$ cat config.mk
export PLATFORM = sky130hd
export DESIGN_NAME = pd_port_alert_interrupt
export DESIGN_NICKNAME = d
export VERILOG_FILES = /design/src/verilog/pd_alert_pkg.sv /design/src/verilog/pd_port_alert_interrupt.sv
export SDC_FILE = /design/constraint.sdc
export NUM_CORES = 1
export LEC_CHECK = 0
export BUFFER_PORTS_ARGS = -buffer_cell sky130_fd_sc_hd__buf_4
export CELL_PAD_IN_SITES_DETAIL_PLACEMENT = 2
export CELL_PAD_IN_SITES_GLOBAL_PLACEMENT = 2
export CORE_ASPECT_RATIO = 0.6
export CORE_MARGIN = 3
export CORE_UTILIZATION = 31
export DETAILED_ROUTE_END_ITERATION = 7
export PLACE_DENSITY_LB_ADDON = 0.3
export RECOVER_POWER = 100
export SLEW_MARGIN = 20
export SYNTH_ARGS = -nofsm -noshare
export SYNTH_HDL_FRONTEND = slang
export SYNTH_SLANG_ARGS = --single-unit
$ cat constraint.sdc
create_clock -name ref_clk -period 3.8 [get_ports ref_clk]
set_input_delay 0.95 -clock ref_clk [delete_from_list [all_inputs] [get_ports ref_clk]]
set_output_delay 0.95 -clock ref_clk [all_outputs]
set_load 0.01 [all_outputs]
$ cat src/verilog/pd_alert_pkg.sv
// Holds offsets, field positions, reset values and the event carrier
// for the port alert flag block.
// Assumes a byte-wide register port on the single system clock.
package pd_alert_pkg;

    // Register offsets
    localparam logic [7:0] OFS_FLAGS_LOW  = 8'h10;
    localparam logic [7:0] OFS_FLAGS_HIGH = 8'h11;
    localparam logic [7:0] OFS_ENABLE_LOW = 8'h12;

    // Values after reset
    localparam logic [7:0] RST_FLAGS_LOW  = 8'h00;
    localparam logic [7:0] RST_FLAGS_HIGH = 8'h00;
    localparam logic [7:0] RST_ENABLE_LOW = 8'hFF;

    // Implemented bits of the high flag byte; 6:4 read zero
    localparam logic [7:0] HIGH_IMPL_MASK = 8'h8F;

    // Low byte field positions
    localparam int BIT_BUS_VOLT_HIGH = 7;
    localparam int BIT_TX_DONE_OK    = 6;
    localparam int BIT_TX_ABANDONED  = 5;
    localparam int BIT_TX_NO_ACK     = 4;
    localparam int BIT_RX_HARD_RESET = 3;
    localparam int BIT_RX_MSG        = 2;
    localparam int BIT_POWER_CHANGE  = 1;
    localparam int BIT_CONFIG_CHAN   = 0;

    // High byte field positions
    localparam int BIT_VENDOR_SUMMARY = 7;
    localparam int BIT_SINK_DISCONN   = 3;
    localparam int BIT_RX_OVERFLOW    = 2;
    localparam int BIT_FAULT          = 1;
    localparam int BIT_BUS_VOLT_LOW   = 0;

    // One-cycle event pulses from the surrounding port logic
    typedef struct packed {
        logic busVoltHighAlarm;
        logic txPathReset;
        logic txDoneOk;
        logic txAbandoned;
        logic txNoAck;
        logic rxHardReset;
        logic rxMsgArrived;
        logic rxLenZero;
        logic powerChangeFlag;
        logic configChannelChange;
        logic sinkDisconnectFlag;
        logic rxOverflowFlag;
        logic faultEvent;
        logic busVoltLowAlarm;
    } events_t;

endpackage : pd_alert_pkg

$ cat src/verilog/pd_port_alert_interrupt.sv
// Holds the alert flag bytes, the low enable byte and the active-low
// interrupt line of a power delivery port controller.
// Assumes event pulses and register strobes come from logic on ref_clk.
`timescale 1ns/1ps

// Operation
// - Enabled set flag drives interrupt line low
// - Line stays low until flags cleared or, for low flags, their enables cleared
// - Line releases when nothing set and enabled
// - Low bit 7 sets on high voltage alarm
// - Low bit 6 sets on reset or ack
// - Low bit 5 sets on reset or abandon
// - Low bit 4 sets on missing ack
// - Low bit 3 sets on received hard reset
// - Low bit 2 sets on nonzero-length receive
// - Low bits 1,0 on power, channel change
// - High bit 7 summarises vendor interrupt
// - High bit 3 sets on sink disconnect
// - High bit 2 sets on overflow, acked
// - Overflow condition cleared by receive flag write
// - High bit 1 sets on any fault
// - High bit 0 sets on low voltage alarm
// - Low enable bits gate low flags onto line, reset to ones
// - Flags reset zero, high 6:4 read zero
// - Write one clears, write zero ignored
// - Unmapped reads zero, writes acked, discarded
module pd_port_alert_interrupt (
    // Clock and reset
    input  wire logic                 ref_clk,
    input  wire logic                 srst,
    // Event sources
    input  wire pd_alert_pkg::events_t events,
    input  wire logic                 vendorIrqPending,
    // Register port
    input  wire logic [7:0]           regAddr,
    input  wire logic                 regWrEn,
    input  wire logic [7:0]           regWrData,
    input  wire logic                 regRdEn,
    output logic      [7:0]           regRdData_q,
    output logic                      regAck_q,
    // Status out
    output logic                      intN_q,
    output logic                      rxOverflowCond_q
);

    logic [7:0] flagsLow_q;
    logic [7:0] flagsLow_d;
    logic [7:0] flagsHigh_q;
    logic [7:0] flagsHigh_d;
    logic [7:0] enableLow_q;
    logic [7:0] setLow;
    logic [7:0] setHigh;
    logic [7:0] clrLow;
    logic [7:0] clrHigh;
    logic       vendorLevel_q;
    logic       vendorRise;
    logic       pendAny;
    logic       wrLow;
    logic       wrEnable;

    ////////////////////////////////////////////////////////////////////////
    // Event decode

    assign vendorRise = vendorIrqPending & ~vendorLevel_q;
    assign wrLow      = regWrEn && (regAddr == pd_alert_pkg::OFS_FLAGS_LOW);
    assign wrEnable   = regWrEn && (regAddr == pd_alert_pkg::OFS_ENABLE_LOW);

    always_comb begin
        setLow = 8'h00;
        setLow[pd_alert_pkg::BIT_BUS_VOLT_HIGH] = events.busVoltHighAlarm;
        setLow[pd_alert_pkg::BIT_TX_DONE_OK] =
            events.txDoneOk | events.txPathReset;
        setLow[pd_alert_pkg::BIT_TX_ABANDONED] =
            events.txAbandoned | events.txPathReset;
        setLow[pd_alert_pkg::BIT_TX_NO_ACK] = events.txNoAck;
        setLow[pd_alert_pkg::BIT_RX_HARD_RESET] = events.rxHardReset;
        setLow[pd_alert_pkg::BIT_RX_MSG] =
            events.rxMsgArrived & ~events.rxLenZero;
        setLow[pd_alert_pkg::BIT_POWER_CHANGE] = events.powerChangeFlag;
        setLow[pd_alert_pkg::BIT_CONFIG_CHAN]  = events.configChannelChange;
    end

    always_comb begin
        setHigh = 8'h00;
        setHigh[pd_alert_pkg::BIT_VENDOR_SUMMARY] = vendorRise;
        setHigh[pd_alert_pkg::BIT_SINK_DISCONN] = events.sinkDisconnectFlag;
        setHigh[pd_alert_pkg::BIT_RX_OVERFLOW] = events.rxOverflowFlag;
        setHigh[pd_alert_pkg::BIT_FAULT] = events.faultEvent;
        setHigh[pd_alert_pkg::BIT_BUS_VOLT_LOW] = events.busVoltLowAlarm;
    end

    ////////////////////////////////////////////////////////////////////////
    // Flag registers

    always_comb begin
        clrLow  = wrLow ? regWrData : 8'h00;
        clrHigh = (regWrEn && (regAddr == pd_alert_pkg::OFS_FLAGS_HIGH))
                ? regWrData : 8'h00;
        flagsLow_d  = (flagsLow_q & ~clrLow) | setLow;
        flagsHigh_d = ((flagsHigh_q & ~clrHigh) | setHigh)
                    & pd_alert_pkg::HIGH_IMPL_MASK;
    end

    always_ff @(posedge ref_clk) begin
        if (srst) begin
            flagsLow_q  <= pd_alert_pkg::RST_FLAGS_LOW;
            flagsHigh_q <= pd_alert_pkg::RST_FLAGS_HIGH;
        end else begin
            flagsLow_q  <= flagsLow_d;
            flagsHigh_q <= flagsHigh_d;
        end
    end

    always_ff @(posedge ref_clk) begin
        if (srst) begin
            vendorLevel_q <= 1'b0;
        end else begin
            vendorLevel_q <= vendorIrqPending;
        end
    end

    // cleared only by reset or receive flag write
    always_ff @(posedge ref_clk) begin
        if (srst) begin
            rxOverflowCond_q <= 1'b0;
        end else if (events.rxOverflowFlag) begin
            rxOverflowCond_q <= 1'b1;
        end else if (wrLow && regWrData[pd_alert_pkg::BIT_RX_MSG]) begin
            rxOverflowCond_q <= 1'b0;
        end
    end

    ////////////////////////////////////////////////////////////////////////
    // Enable register

    always_ff @(posedge ref_clk) begin
        if (srst) begin
            enableLow_q <= pd_alert_pkg::RST_ENABLE_LOW;
        end else if (wrEnable) begin
            enableLow_q <= regWrData;
        end
    end

    ////////////////////////////////////////////////////////////////////////
    // Interrupt line

    assign pendAny = (|(flagsLow_q & enableLow_q)) | (|flagsHigh_q);

    always_ff @(posedge ref_clk) begin
        if (srst) begin
            intN_q <= 1'b1;
        end else begin
            intN_q <= ~pendAny;
        end
    end

    ////////////////////////////////////////////////////////////////////////
    // Register read port

    // unmapped reads zero, all accesses acked
    always_ff @(posedge ref_clk) begin
        if (srst) begin
            regRdData_q <= 8'h00;
            regAck_q    <= 1'b0;
        end else begin
            regAck_q <= regWrEn | regRdEn;
            if (regRdEn) begin
                unique case (regAddr)
                    pd_alert_pkg::OFS_FLAGS_LOW:  regRdData_q <= flagsLow_q;
                    pd_alert_pkg::OFS_FLAGS_HIGH: regRdData_q <= flagsHigh_q;
                    pd_alert_pkg::OFS_ENABLE_LOW: regRdData_q <= enableLow_q;
                    default:                      regRdData_q <= 8'h00;
                endcase
            end
        end
    end

    ////////////////////////////////////////////////////////////////////////
    // Checks

    a_int_asserts: assert property (@(posedge ref_clk) disable iff (srst)
        pendAny |=> !intN_q) else $error("interrupt not driven low");

    a_int_holds: assert property (@(posedge ref_clk) disable iff (srst)
        $rose(intN_q) |-> !$past(pendAny))
        else $error("interrupt released with flag pending");

    a_int_release: assert property (@(posedge ref_clk) disable iff (srst)
        (!pendAny && !srst) |=> intN_q) else $error("interrupt not released");

    a_volt_high: assert property (@(posedge ref_clk) disable iff (srst)
        events.busVoltHighAlarm |=> flagsLow_q[7])
        else $error("high alarm flag missing");

    a_tx_ok: assert property (@(posedge ref_clk) disable iff (srst)
        (events.txDoneOk || events.txPathReset) |=> flagsLow_q[6])
        else $error("transmit ok flag missing");

    a_tx_abandon: assert property (@(posedge ref_clk) disable iff (srst)
        (events.txAbandoned || events.txPathReset) |=> flagsLow_q[5])
        else $error("transmit abandon flag missing");

    a_tx_noack: assert property (@(posedge ref_clk) disable iff (srst)
        events.txNoAck |=> flagsLow_q[4]) else $error("no ack flag missing");

    a_hard_reset: assert property (@(posedge ref_clk) disable iff (srst)
        events.rxHardReset |=> flagsLow_q[3])
        else $error("hard reset flag missing");

    a_rx_zero_len: assert property (@(posedge ref_clk) disable iff (srst)
        (events.rxMsgArrived && events.rxLenZero && !flagsLow_q[2])
        |=> !flagsLow_q[2]) else $error("zero length set receive flag");

    a_rx_msg_set: assert property (@(posedge ref_clk) disable iff (srst)
        (events.rxMsgArrived && !events.rxLenZero) |=> flagsLow_q[2])
        else $error("receive flag missing");

    a_chan_power: assert property (@(posedge ref_clk) disable iff (srst)
        events.powerChangeFlag |=> flagsLow_q[1])
        else $error("power change flag missing");

    a_chan_cfg: assert property (@(posedge ref_clk) disable iff (srst)
        events.configChannelChange |=> flagsLow_q[0])
        else $error("channel change flag missing");

    a_vendor_sum: assert property (@(posedge ref_clk) disable iff (srst)
        $rose(vendorIrqPending) |=> flagsHigh_q[7])
        else $error("vendor summary missing");

    a_sink_disc: assert property (@(posedge ref_clk) disable iff (srst)
        events.sinkDisconnectFlag |=> flagsHigh_q[3])
        else $error("sink disconnect flag missing");

    a_ovf_flag: assert property (@(posedge ref_clk) disable iff (srst)
        events.rxOverflowFlag |=> (flagsHigh_q[2] && rxOverflowCond_q))
        else $error("overflow flag missing");

    a_ovf_cond: assert property (@(posedge ref_clk) disable iff (srst)
        (rxOverflowCond_q && !(wrLow && regWrData[2])) |=> rxOverflowCond_q)
        else $error("overflow condition lost");

    a_ovf_clear: assert property (@(posedge ref_clk) disable iff (srst)
        (wrLow && regWrData[2] && !events.rxOverflowFlag)
        |=> !rxOverflowCond_q)
        else $error("overflow condition not cleared");

    a_fault_flag: assert property (@(posedge ref_clk) disable iff (srst)
        events.faultEvent |=> flagsHigh_q[1]) else $error("fault flag missing");

    a_volt_low: assert property (@(posedge ref_clk) disable iff (srst)
        events.busVoltLowAlarm |=> flagsHigh_q[0])
        else $error("low alarm flag missing");

    a_enable_gate: assert property (@(posedge ref_clk)
        disable iff (srst)
        (flagsHigh_q == 8'h00 && (flagsLow_q & enableLow_q) == 8'h00)
        |=> intN_q) else $error("disabled event drove interrupt");

    a_reserved_zero: assert property (@(posedge ref_clk)
        disable iff (srst)
        flagsHigh_q[6:4] == 3'b000) else $error("reserved bits set");

    a_reset_vals: assert property (@(posedge ref_clk) srst
        |=> (intN_q && !regAck_q && !rxOverflowCond_q
             && flagsLow_q == pd_alert_pkg::RST_FLAGS_LOW
             && flagsHigh_q == pd_alert_pkg::RST_FLAGS_HIGH
             && enableLow_q == pd_alert_pkg::RST_ENABLE_LOW))
        else $error("reset values wrong");

    a_zero_write: assert property (@(posedge ref_clk) disable iff (srst)
        (wrLow && regWrData == 8'h00)
        |=> flagsLow_q == ($past(flagsLow_q) | $past(setLow)))
        else $error("zero write changed flags");

    a_low_clear: assert property (@(posedge ref_clk) disable iff (srst)
        (wrLow && (regWrData & setLow) == 8'h00)
        |=> (flagsLow_q & $past(regWrData)) == 8'h00)
        else $error("low flag not cleared");

    a_high_clear: assert property (@(posedge ref_clk) disable iff (srst)
        (regWrEn && regAddr == pd_alert_pkg::OFS_FLAGS_HIGH
         && (regWrData & setHigh) == 8'h00)
        |=> (flagsHigh_q & $past(regWrData)) == 8'h00)
        else $error("high flag not cleared");

    a_ack_pulse: assert property (@(posedge ref_clk) disable iff (srst)
        (regWrEn || regRdEn) |=> regAck_q)
        else $error("access not acknowledged");

    a_unmapped_rd: assert property (@(posedge ref_clk)
        disable iff (srst)
        (regRdEn && regAddr > pd_alert_pkg::OFS_ENABLE_LOW)
        |=> (regAck_q && regRdData_q == 8'h00))
        else $error("unmapped read not zero");

    a_set_wins: assert property (@(posedge ref_clk) disable iff (srst)
        (wrLow && (setLow & regWrData) != 8'h00)
        |=> (flagsLow_q & $past(setLow)) == $past(setLow))
        else $error("clear beat set");

endmodule : pd_port_alert_interrupt

==> results of run 1 <==
==> registers in the layout, indices dropped and copies added (netlist names) <==
name	cells
enableLow_q	8
flagsLow_q	8
regRdData_q	8
flagsHigh_q	5
intN_q	1
regAck_q	1
rxOverflowCond_q	1
vendorLevel_q	1
==> layout make-up <==
cell class | instances | area share, %
clock buffers | 6 | 3.71
clock inverters | 2 | 0.512
inverters | 8 | 1.53
multi-input cells | 125 | 41.7
flip-flops and latches | 33 | 33.8
well taps | 63 | 4.03
repair buffers | 45 | 14.8
==> report_power, final <==
group | switching (µW) | internal, µW | leakage (µW) | total (µW)
Clock | 136 | 127 | 0.0000450 | 263
Sequential | 11.5 | 359 | 0.000272 | 371
Combinational | 53.5 | 46.2 | 0.000433 | 99.7
==> cell usage in the layout (no fill, tap or decap), types with 2 or more instances in the layout <==
master,synthesis,final
a22oi_1,2,2
o21ai_0,2,5
nor2b_1,8,8
buf_4,0,32
clkbuf_1,5,14
nand2_1,11,11
clkinv_2,0,2
clkbuf_8,0,5
mux2_2,5,5
dfxtp_1,33,33
nor4_1,2,2
nor3b_1,5,5
a311oi_1,5,5
nor2_1,29,29
nor3_1,6,6
inv_1,8,8
mux2i_1,11,11
a31oi_1,8,8
and3b_1,2,2
a211oi_1,9,9
==> worst register-to-register path, delay by kind of cell, from the launching register on <==
kind               cells  cell delay (ps)
AOI/OAI and AO/OA      2              550
DFF                    1              330
and+or+nand+nor        1              170
==> final timing paths <==
kind / start / endpoint / depth (start not counted)
max: srst / flagsHigh_q[7] / 3
min reg2reg: regRdData_q[6] / regRdData_q[6] / 2
max reg2reg: flagsLow_q[6] / intN_q / 3
min: regRdData_q[6] / regRdData_q[6] / 2
==> cell families (layout without fill, tap and decap cells) <==
| family | Yosys count | count (layout) |
|---|---|---|
| flops | 33 | 33 |
| buf+inv | 16 | 61 |
| simple gates | 71 | 71 |
| compound gates | 38 | 38 |
| mux | 16 | 16 |
==> stage by stage <==
| stage | setup WS, ps | instance area, µm² |
|---|---|---|
| global placement | 1180 | 1920 |
| detailed placement | 954 | 1920 |
| floorplan | 1510 | 1530 |
| global route | 1030 | 1960 |
| finish | 1180 | 1960 |
| CTS | 1270 | 2000 |
==> layer usage <==
metal | wire [µm] | up-vias | part of all wire, % | global-route usage (%)
met5 | 0 | - | 0 | 0
met4 | 114 | 0 | 2.0 | 9.00
met3 | 232 | 10 | 4.2 | 4.94
met2 | 2480 | 43 | 44 | 31.7
met1 | 2750 | 762 | 49 | 26.4
li1 | - | 723 | - | -
==> flow_metrics.tcl, run 1 <==
set metrics [dict create \
    clock_latency_ps 300 \
    skew_ps 7.74 \
    leakagePower_uw 0.000750 \
    cts_num_sinks 33 \
    synthAdderAreaFrac_pct 0 \
    drv_cap 1 \
    h-tree-depth 2 \
    grt_pass1_vias 1600 \
    slowest_delay_ps 1200 \
    ys_seq_elements 33 \
    grt_usage_pct 20.0 \
    fp-row-count 19 \
    cts_root_buffer "clkbuf_8" \
    run_status "finished with violations" \
    async_flop_share_pct 0 \
    avgSynthCellArea_um2 8.81 \
    syn_area_um2 1530 \
    io_pins 46 \
    vias 1538 \
    clockBufferDepth 2 \
    first_pass_iters 4 \
    cts_setup_buffers 0 \
    grt-ovfl-total 0 \
    die_w_um 96.8 \
    synth_xor_area_share_pct 0 \
    period_share_pct 68.9 \
    die-area_um2 5850 \
    hold_ws_ps 469 \
    avgViaCountPerCell 5.45 \
    layout.cells.non_filler 282 \
    p_per_area_nw_per_um2 375 \
    cp.arrival_ps 2810 \
    grt_antenna_before_repair 0 \
    totalPowerFinal_uw 734 \
    ys.flop_type "dfxtp_1" \
    r2r_setup_slack_ps 2670 \
    fillers 547 \
    synth_top_area_cell "dfxtp_1" \
    syn_inst 174 \
    crit_chain "clkbuf_1, inv_1, a32o_1" \
    drc_errors 0 \
    layout_min_cycle_time_ps 2620 \
    rsz0062_at_grt "false" \
    violations "capacitance limit, slew limit" \
    ys_top_cells_by_area "dfxtp_1 43%, mux2i_1 7.2%, nor2_1 7.1%" \
    grt_pass1_wl_mm 8.83 \
    placed_cells 274 \
    cp-start-kind "input pin" \
    cp_top_family "buffers and inverters" \
    cts_buffers 5 \
    wl_per_cell_um 19.8 \
    ant_nets 0 \
    grt_max_degree 39 \
    dieHeight_um 60.5 \
    multi_input_area_um2 816 \
    holdBufCountCts 0 \
    cts_tree "done" \
    ys_types 38 \
    wirelength_mm 5.58 \
    hpwlAfterDp_mm 4.22 \
    cpMaxStageDelayCell "clkbuf_1" \
    cts_resized 0 \
    path_class "in2reg" \
    drtIter0Drc 60 \
    setup_violations 0 \
    synth_mux_area_share_pct 10.9 \
    initial_core_util_pct 32.9 \
    layout-drive-gt1-share_pct 21.5 \
    area_delta_synth_final_pct 27.7 \
    finalNetCount 253 \
    peakVddDrop_mv 0.172 \
    critPathRequiredTime_ps 4000 \
    clkTransAtPathRegs_ps 70 \
    final_hold_viol_count 0 \
    place_congestion 0.874 \
    core_area_um2 4660 \
    antennaDiodeCount 0 \
    fmax_mhz 382 \
    yosys.area_share.simple_pct 24.0 \
    worstSetupEndpointType "flop" \
    crit_buf_inv 2 \
    area.sequential_um2 661 \
    finalSetupTns_ps 0 \
    syn_nets 209 \
    synth-edff-count 0 \
    slew_headroom_pct -13.2 \
    yosysWarnings 0 \
    synth_top_cell_area_share_pct 43.1 \
    hp-class "reg2reg" \
    synth_compound_area_share_pct 18.0 \
    synth_most_common_cell "dfxtp_1" \
    finalMaxSlewViolations 39 \
    worst_slew_pin_slew_ps 1700 \
    seq_area_frac_synth_pct 43.1 \
    crit_fanout 38 \
    postLayoutCoreUtil_pct 42.0 \
    synth_top_family_by_area "simple AND/OR/NAND/NOR gates" \
    io_buffer_count 45 \
    synthTopCellsByCount "33 x dfxtp_1, 29 x nor2_1, 11 x mux2i_1, 11 x nand2_1, 9 x a211oi_1" \
]
Power figures use the tool's default switching activity.
==> inputs of run 2 (changes only) <==
- ABC_AREA: unset -> 1
- CORE_UTILIZATION: 31 -> 28
- clock period: 3.8 -> 2.43 ns (I/O delays scaled with it)
==> run 2 against run 1 <==
Sequential share of layout area hardly changed. First-iteration DRC count is 52% lower. Power grew 54%. Worst hold slack gained 5.5 ps. Non-clock buffer count increased by 1. Global-route usage fell by 4.3 points. Highest routed layer unchanged. Routed wire length shrank 15%. Die area up 11%. The run now ends clean. Critical endpoint is now flagsLow_q[7]. Largest power group unchanged. Via count down 0.26%. Design area barely moved. Sequential power increased by 56%.
==> flow_metrics.tcl, run 2 <==
set metrics [dict create \
    cp.arrival_ps 1890 \
    postLayoutCoreUtil_pct 37.6 \
    cts_root_buffer "clkbuf_8" \
    multi_input_area_um2 777 \
    yosysWarnings 0 \
    clockBufferDepth 2 \
    r2r-end "intN_q" \
    grt_antenna_before_repair 0 \
    path_class "in2reg" \
    wirelength_mm 4.73 \
    cts_buffers 5 \
    ant_nets 0 \
    holdPathEnd "regRdData_q[2]" \
    wl_per_cell_um 14.8 \
    hp-class "reg2reg" \
    peakVddDrop_mv 0.204 \
    worstReg2RegStart "flagsHigh_q[7]" \
    ys_top_cells_by_area "dfxtp_1 43%, nand2_1 15%, nand3_1 11%" \
    area_delta_synth_final_pct 25.8 \
    r2r_cells 3 \
    holdBufCountCts 0 \
    p_sw_share_pct 25.1 \
    skew_ps 3.33 \
    clkTransAtPathRegs_ps 70 \
    combPwrFrac_pct 11.1 \
    fp-row-count 20 \
    grt_pass1_vias 1544 \
    finalSetupTns_ps 0 \
    hpwlAfterDp_mm 3.59 \
    die-area_um2 6510 \
    cts_setup_buffers 0 \
    dieHeight_um 63.7 \
    drc_errors 0 \
    ys.flop_type "dfxtp_1" \
    grt_usage_pct 15.6 \
    async_flop_share_pct 0 \
    reg_top3 "enableLow_q: 8 flops, flagsLow_q: 8 flops, regRdData_q: 8 flops" \
    clockPowerShare_pct 37.7 \
    vias 1534 \
    grt_max_degree 25 \
    finalMaxSlewViolations 0 \
    layout_setup_ws_ps 658 \
    most-common-layout-cells "66 x nand2_1, 33 x nand3_1, 33 x dfxtp_1, 32 x buf_4, 17 x a21oi_1" \
    fmax_mhz 564 \
    seq_area_frac_synth_pct 42.5 \
    initial_core_util_pct 29.9 \
    crit_chain "clkbuf_4, inv_1, nand2_1, nor2_8, nand2_1, nor2_4, nand2_1, a21oi_1, nor2_1" \
    area.sequential_um2 661 \
    cp_top_family "simple AND/OR/NAND/NOR gates" \
    crit_buf_inv 2 \
    seqPwrFrac_pct 51.2 \
    fillers 646 \
    ys_seq_elements 33 \
    period_share_pct 72.9 \
    slowest_delay_ps 350 \
    io_buffer_count 45 \
    p_per_area_nw_per_um2 576 \
    avgSynthCellArea_um2 7.54 \
    hp-start "regRdData_q[2]" \
    h-tree-depth 2 \
    finalNetCount 288 \
    ys_types 22 \
    leakagePower_uw 0.000863 \
    layout-drive-gt1-share_pct 24.5 \
    cts_num_sinks 33 \
    cp-start-kind "input pin" \
    synthTopCellsByCount "64 x nand2_1, 33 x dfxtp_1, 33 x nand3_1, 16 x a21oi_1, 14 x nor2_1" \
    io_pins 46 \
    r2r_setup_slack_ps 1470 \
    avgViaCountPerCell 4.81 \
    final_hold_viol_count 0 \
    drtIter0Drc 29 \
    critPathRequiredTime_ps 2550 \
    crit_fanout 24 \
    drv_cap 0 \
    grt-ovfl-total 0 \
    synth_most_common_cell "nand2_1" \
    p_switching_uw 283 \
    syn_inst 206 \
    grt_pass1_wl_mm 7.76 \
    rsz0062_at_grt "false" \
    run_status "finished, final reports clean" \
    setup_violations 0 \
    first_pass_iters 4 \
    slew_headroom_pct 13.6 \
    syn_area_um2 1550 \
    synth-edff-count 0 \
    die_w_um 102 \
    mostFrequentLayoutCell "nand2_1" \
    cts_resized 0 \
    synth_top_cell_area_share_pct 42.5 \
    worstSetupEndpointType "flop" \
    clock_latency_ps 280 \
    synth_top_area_cell "dfxtp_1" \
    syn_nets 241 \
    cts_tree "done" \
    min_path_cells 2 \
    layout_min_cycle_time_ps 1770 \
    p_int_uw 843 \
    place_ws_ps 517 \
    worst_slew_pin_slew_ps 1300 \
    core_area_um2 5200 \
    critical_path.most_common_cell "nand2_1" \
    antennaDiodeCount 0 \
    place_congestion 0.741 \
    cpMaxStageDelayCell "nor2_8" \
]
==> run 2: cell types whose count changed after synthesis, moves of 8 or more <==
cell | before | now
nor2b_1 | 8 | 0
nand3_1 | 1 | 33
a211oi_1 | 9 | 0
a21oi_2 | 0 | 8
mux2i_1 | 11 | 0
a31oi_1 | 8 | 0
nand2_1 | 11 | 64
nor2_1 | 29 | 14
a21oi_1 | 1 | 16
==> run 2: power groups by stage <==
stage / clock, µW / sequential [µW] / combinational (µW)
2_1_floorplan: 0 / 585 / 64.8
3_3_place_gp: 0 / 589 / 129
3_5_place_dp: 0 / 590 / 132
4_1_cts: 438 / 577 / 132
5_1_grt: 470 / 580 / 140
6_report: 424 / 577 / 125
==> run 2: tightest hold or removal path: cells and delay by family, from the launching register on <==
| kind | cells | cell delay [ps] |
|---|---|---|
| AOI/OAI and AO/OA | 1 | 60 |
| and+or+nand+nor | 1 | 60 |
| DFF | 1 | 310 |
==> run 2: layout make-up <==
cell class	instances	area share, %
Clock buffer	7	4.41
Timing Repair Buffer	46	15.2
Multi-Input combinational cell	153	39.7
Inverter	14	2.69
Sequential cell	33	33.8
Tap cell	66	4.22
==> run 2: worst max path at each step <==
| stage | start | to | slack [ps] | cells past startpoint |
|---|---|---|---|---|
| global route | regAddr[5] | flagsLow_q[4] | 510 | 9 |
| global placement | regAddr[5] | flagsLow_q[7] | 550 | 9 |
| floorplan | regAddr[5] | flagsLow_q[0] | 970 | 8 |
| CTS | regAddr[5] | flagsLow_q[7] | 820 | 9 |
| detailed placement | regAddr[5] | flagsLow_q[7] | 520 | 9 |
| finish | regAddr[5] | flagsLow_q[7] | 660 | 9 |
==> run 2: routing by layer <==
layer	track usage [%]	up-vias	routed length [µm]
met4	3.44	0	29
met2	22.6	39	1960
li1	-	761	-
met3	4.98	5	328
met5	0	-	0
met1	22.6	729	2410
==> run 2: metrics by stage <==
stage	power, µW	cell area [µm²]	cells	hold slack, ps
after floorplan	650	1550	206	452
after global placement	718	1930	312	465
after detailed placement	721	1930	312	469
after CTS	1150	2020	319	481
after global routing	1190	1960	319	493
final	1130	1960	319	475
==> run 2: cells by family after synthesis <==
kind of cell           after synthesis  share of synthesized area (%)
flip-flops                          33                           42.5
buffers and inverters               20                           6.60
AO/OA/AOI/OAI                       25                           9.98
AND/OR/NAND/NOR                    128                           40.9
==> inputs of run 3 (changes only) <==
- CORE_UTILIZATION: 28 -> 25
- clock period: 2.43 -> 1.51 ns (I/O delays scaled with it)
==> run 3 against run 2 <==
Cell count up 7.2%. Critical path depth unchanged. Die area up 11%. Power up 80%. Sequential cell count unchanged. Sequential power up 61%. Worst setup slack worse by 450 ps. Worst hold slack worse by 180 ps. Via count up 3.1%. Count of clock-buffer cells in the layout down 1. First-iteration DRC count up 110%. Combinational power up 68%. Critical path type unchanged.
==> flow_metrics.tcl, run 3 (synthesized netlist as in run 2, its figures left out) <==
set metrics [dict create \
    finalMaxSlewViolations 0 \
    min_path_cells 3 \
    r2r_cells 3 \
    path_class "in2reg" \
    area_delta_synth_final_pct 32.1 \
    clock_latency_ps 290 \
    vias 1581 \
    period_share_pct 86.5 \
    grt-ovfl-total 0 \
    cp-start-kind "input pin" \
    grt_pass1_wl_mm 8.49 \
    cts_root_buffer "clkbuf_8" \
    hold_ws_ps 291 \
    io_buffer_count 45 \
    leakagePower_uw 0.000926 \
    peakVddDrop_mv 0.361 \
    run_status "finished, final reports clean" \
    wirelength_mm 5.10 \
    p_sw_share_pct 24.2 \
    p_int_uw 1540 \
    layout_min_cycle_time_ps 1310 \
    slew_headroom_pct 74.8 \
    io_pins 46 \
    cts_num_sinks 33 \
    cts_buffers 5 \
    layout-drive-gt1-share_pct 26.7 \
    drv_cap 0 \
    skew_ps 6.46 \
    hpwlAfterDp_mm 4.08 \
    hp-start "events[5]" \
    dieHeight_um 67.1 \
    worstReg2RegStart "flagsHigh_q[7]" \
    final_hold_viol_count 0 \
    setup_violations 0 \
    r2r-end "intN_q" \
    h-tree-depth 2 \
    avgViaCountPerCell 4.62 \
    clockBufferDepth 2 \
    finalSetupTns_ps 0 \
    p_per_area_nw_per_um2 987 \
    grt_antenna_before_repair 0 \
    mostFrequentLayoutCell "nand2_1" \
    worst_slew_pin_slew_ps 379 \
    r2r_setup_slack_ps 580 \
    cts_resized 0 \
    hp-class "in2reg" \
    core_area_um2 5780 \
    p_switching_uw 491 \
    fillers 693 \
    die_w_um 108 \
    holdBufCountCts 0 \
    initial_core_util_pct 26.9 \
    combPwrFrac_pct 10.4 \
    worstSetupEndpointType "flop" \
    grt_usage_pct 15.6 \
    clkTransAtPathRegs_ps 80 \
    seqPwrFrac_pct 45.8 \
    finalNetCount 296 \
    most-common-layout-cells "66 x nand2_1, 37 x buf_4, 34 x nand3_1, 33 x dfxtp_1, 17 x a21oi_1" \
    drtIter0Drc 62 \
    cp.arrival_ps 1480 \
    clockPowerShare_pct 43.8 \
    first_pass_iters 4 \
    grt_max_degree 15 \
    rsz0062_at_grt "false" \
    place_congestion 0.832 \
    holdPathEnd "flagsLow_q[1]" \
    cts_tree "done" \
    grt_pass1_vias 1699 \
    reg_top3 "enableLow_q: 8 flops, flagsLow_q: 8 flops, regRdData_q: 8 flops" \
    die-area_um2 7230 \
    ant_nets 0 \
    wl_per_cell_um 14.9 \
    crit_fanout 9 \
    drc_errors 0 \
    fmax_mhz 765 \
    cts_setup_buffers 0 \
    critPathRequiredTime_ps 1690 \
    antennaDiodeCount 0 \
    fp-row-count 21 \
]
[run 3: changes by cell type in the layout (fill, tap and decap cells not counted)]
cell,change
buf_4,+5
bufinv_16,+1
clkbuf_2,+1
clkbuf_4,+1
clkinvlp_4,+1
nand2_2,-1
nand2_4,+1
nand3_1,+1
nand3_4,-1
[run 3: power by group through the flow]
stage	combinational, µW	sequential, µW	clock (µW)
floorplan	104	942	0
detailed placement	224	949	0
global route	237	933	951
CTS	225	929	911
finish	210	928	889
global placement	216	948	0
[run 3: how the worst max path moves through the flow]
stage | startpoint | end | slack (ps) | cells after the start
after detailed placement | regAddr[5] | flagsLow_q[3] | -120 | 9
after floorplan | regAddr[5] | flagsLow_q[1] | 280 | 8
after global routing | regAddr[5] | regRdData_q[7] | 70 | 9
after global placement | regAddr[5] | flagsLow_q[0] | 20 | 9
after CTS | regAddr[5] | flagsLow_q[3] | 190 | 9
final | regAddr[5] | flagsLow_q[3] | 200 | 9
[run 3: layer usage]
layer | track usage [%] | part of all wire [%] | routed length (µm)
met2 | 25.9 | 47 | 2380
met3 | 4.16 | 5.6 | 287
met1 | 20.3 | 47 | 2400
met5 | 0 | 0 | 0
met4 | 3.78 | 0.65 | 33
[run 3: layout make-up]
cell class                 count  area, µm²  area share (%)
clock buffer                   6       82.6            4.02
clock inverter                 2       37.5            1.83
inverter                      14       52.6            2.56
multi-input combinational    153        769            37.5
sequential                    33        661            32.2
tap                           80        100            4.88
timing repair buffer          54        350            17.1
[run 3: worst max-delay path, cell delays in order]
cell and delay (ps):
clkbuf_4 110, inv_1 50, nand2_1 120, nor2_8 210, nand2_4 70, nor2_4 220, nand2_1 90, a21oi_1 170
nor2_1 60
[run 3: stage by stage]
step                power [µW]  utilization, %  worst slack [ps]  cell area (µm²)  std cells
finish                    2030            35.5               204             2050        342
floorplan                 1050               -               283             1550        206
global placement          1160            34.8              19.2             2010        334
global route              2120            35.5              70.2             2050        342
CTS                       2070            36.8               190             2130        342
detailed placement        1170            34.8              -116             2010        334
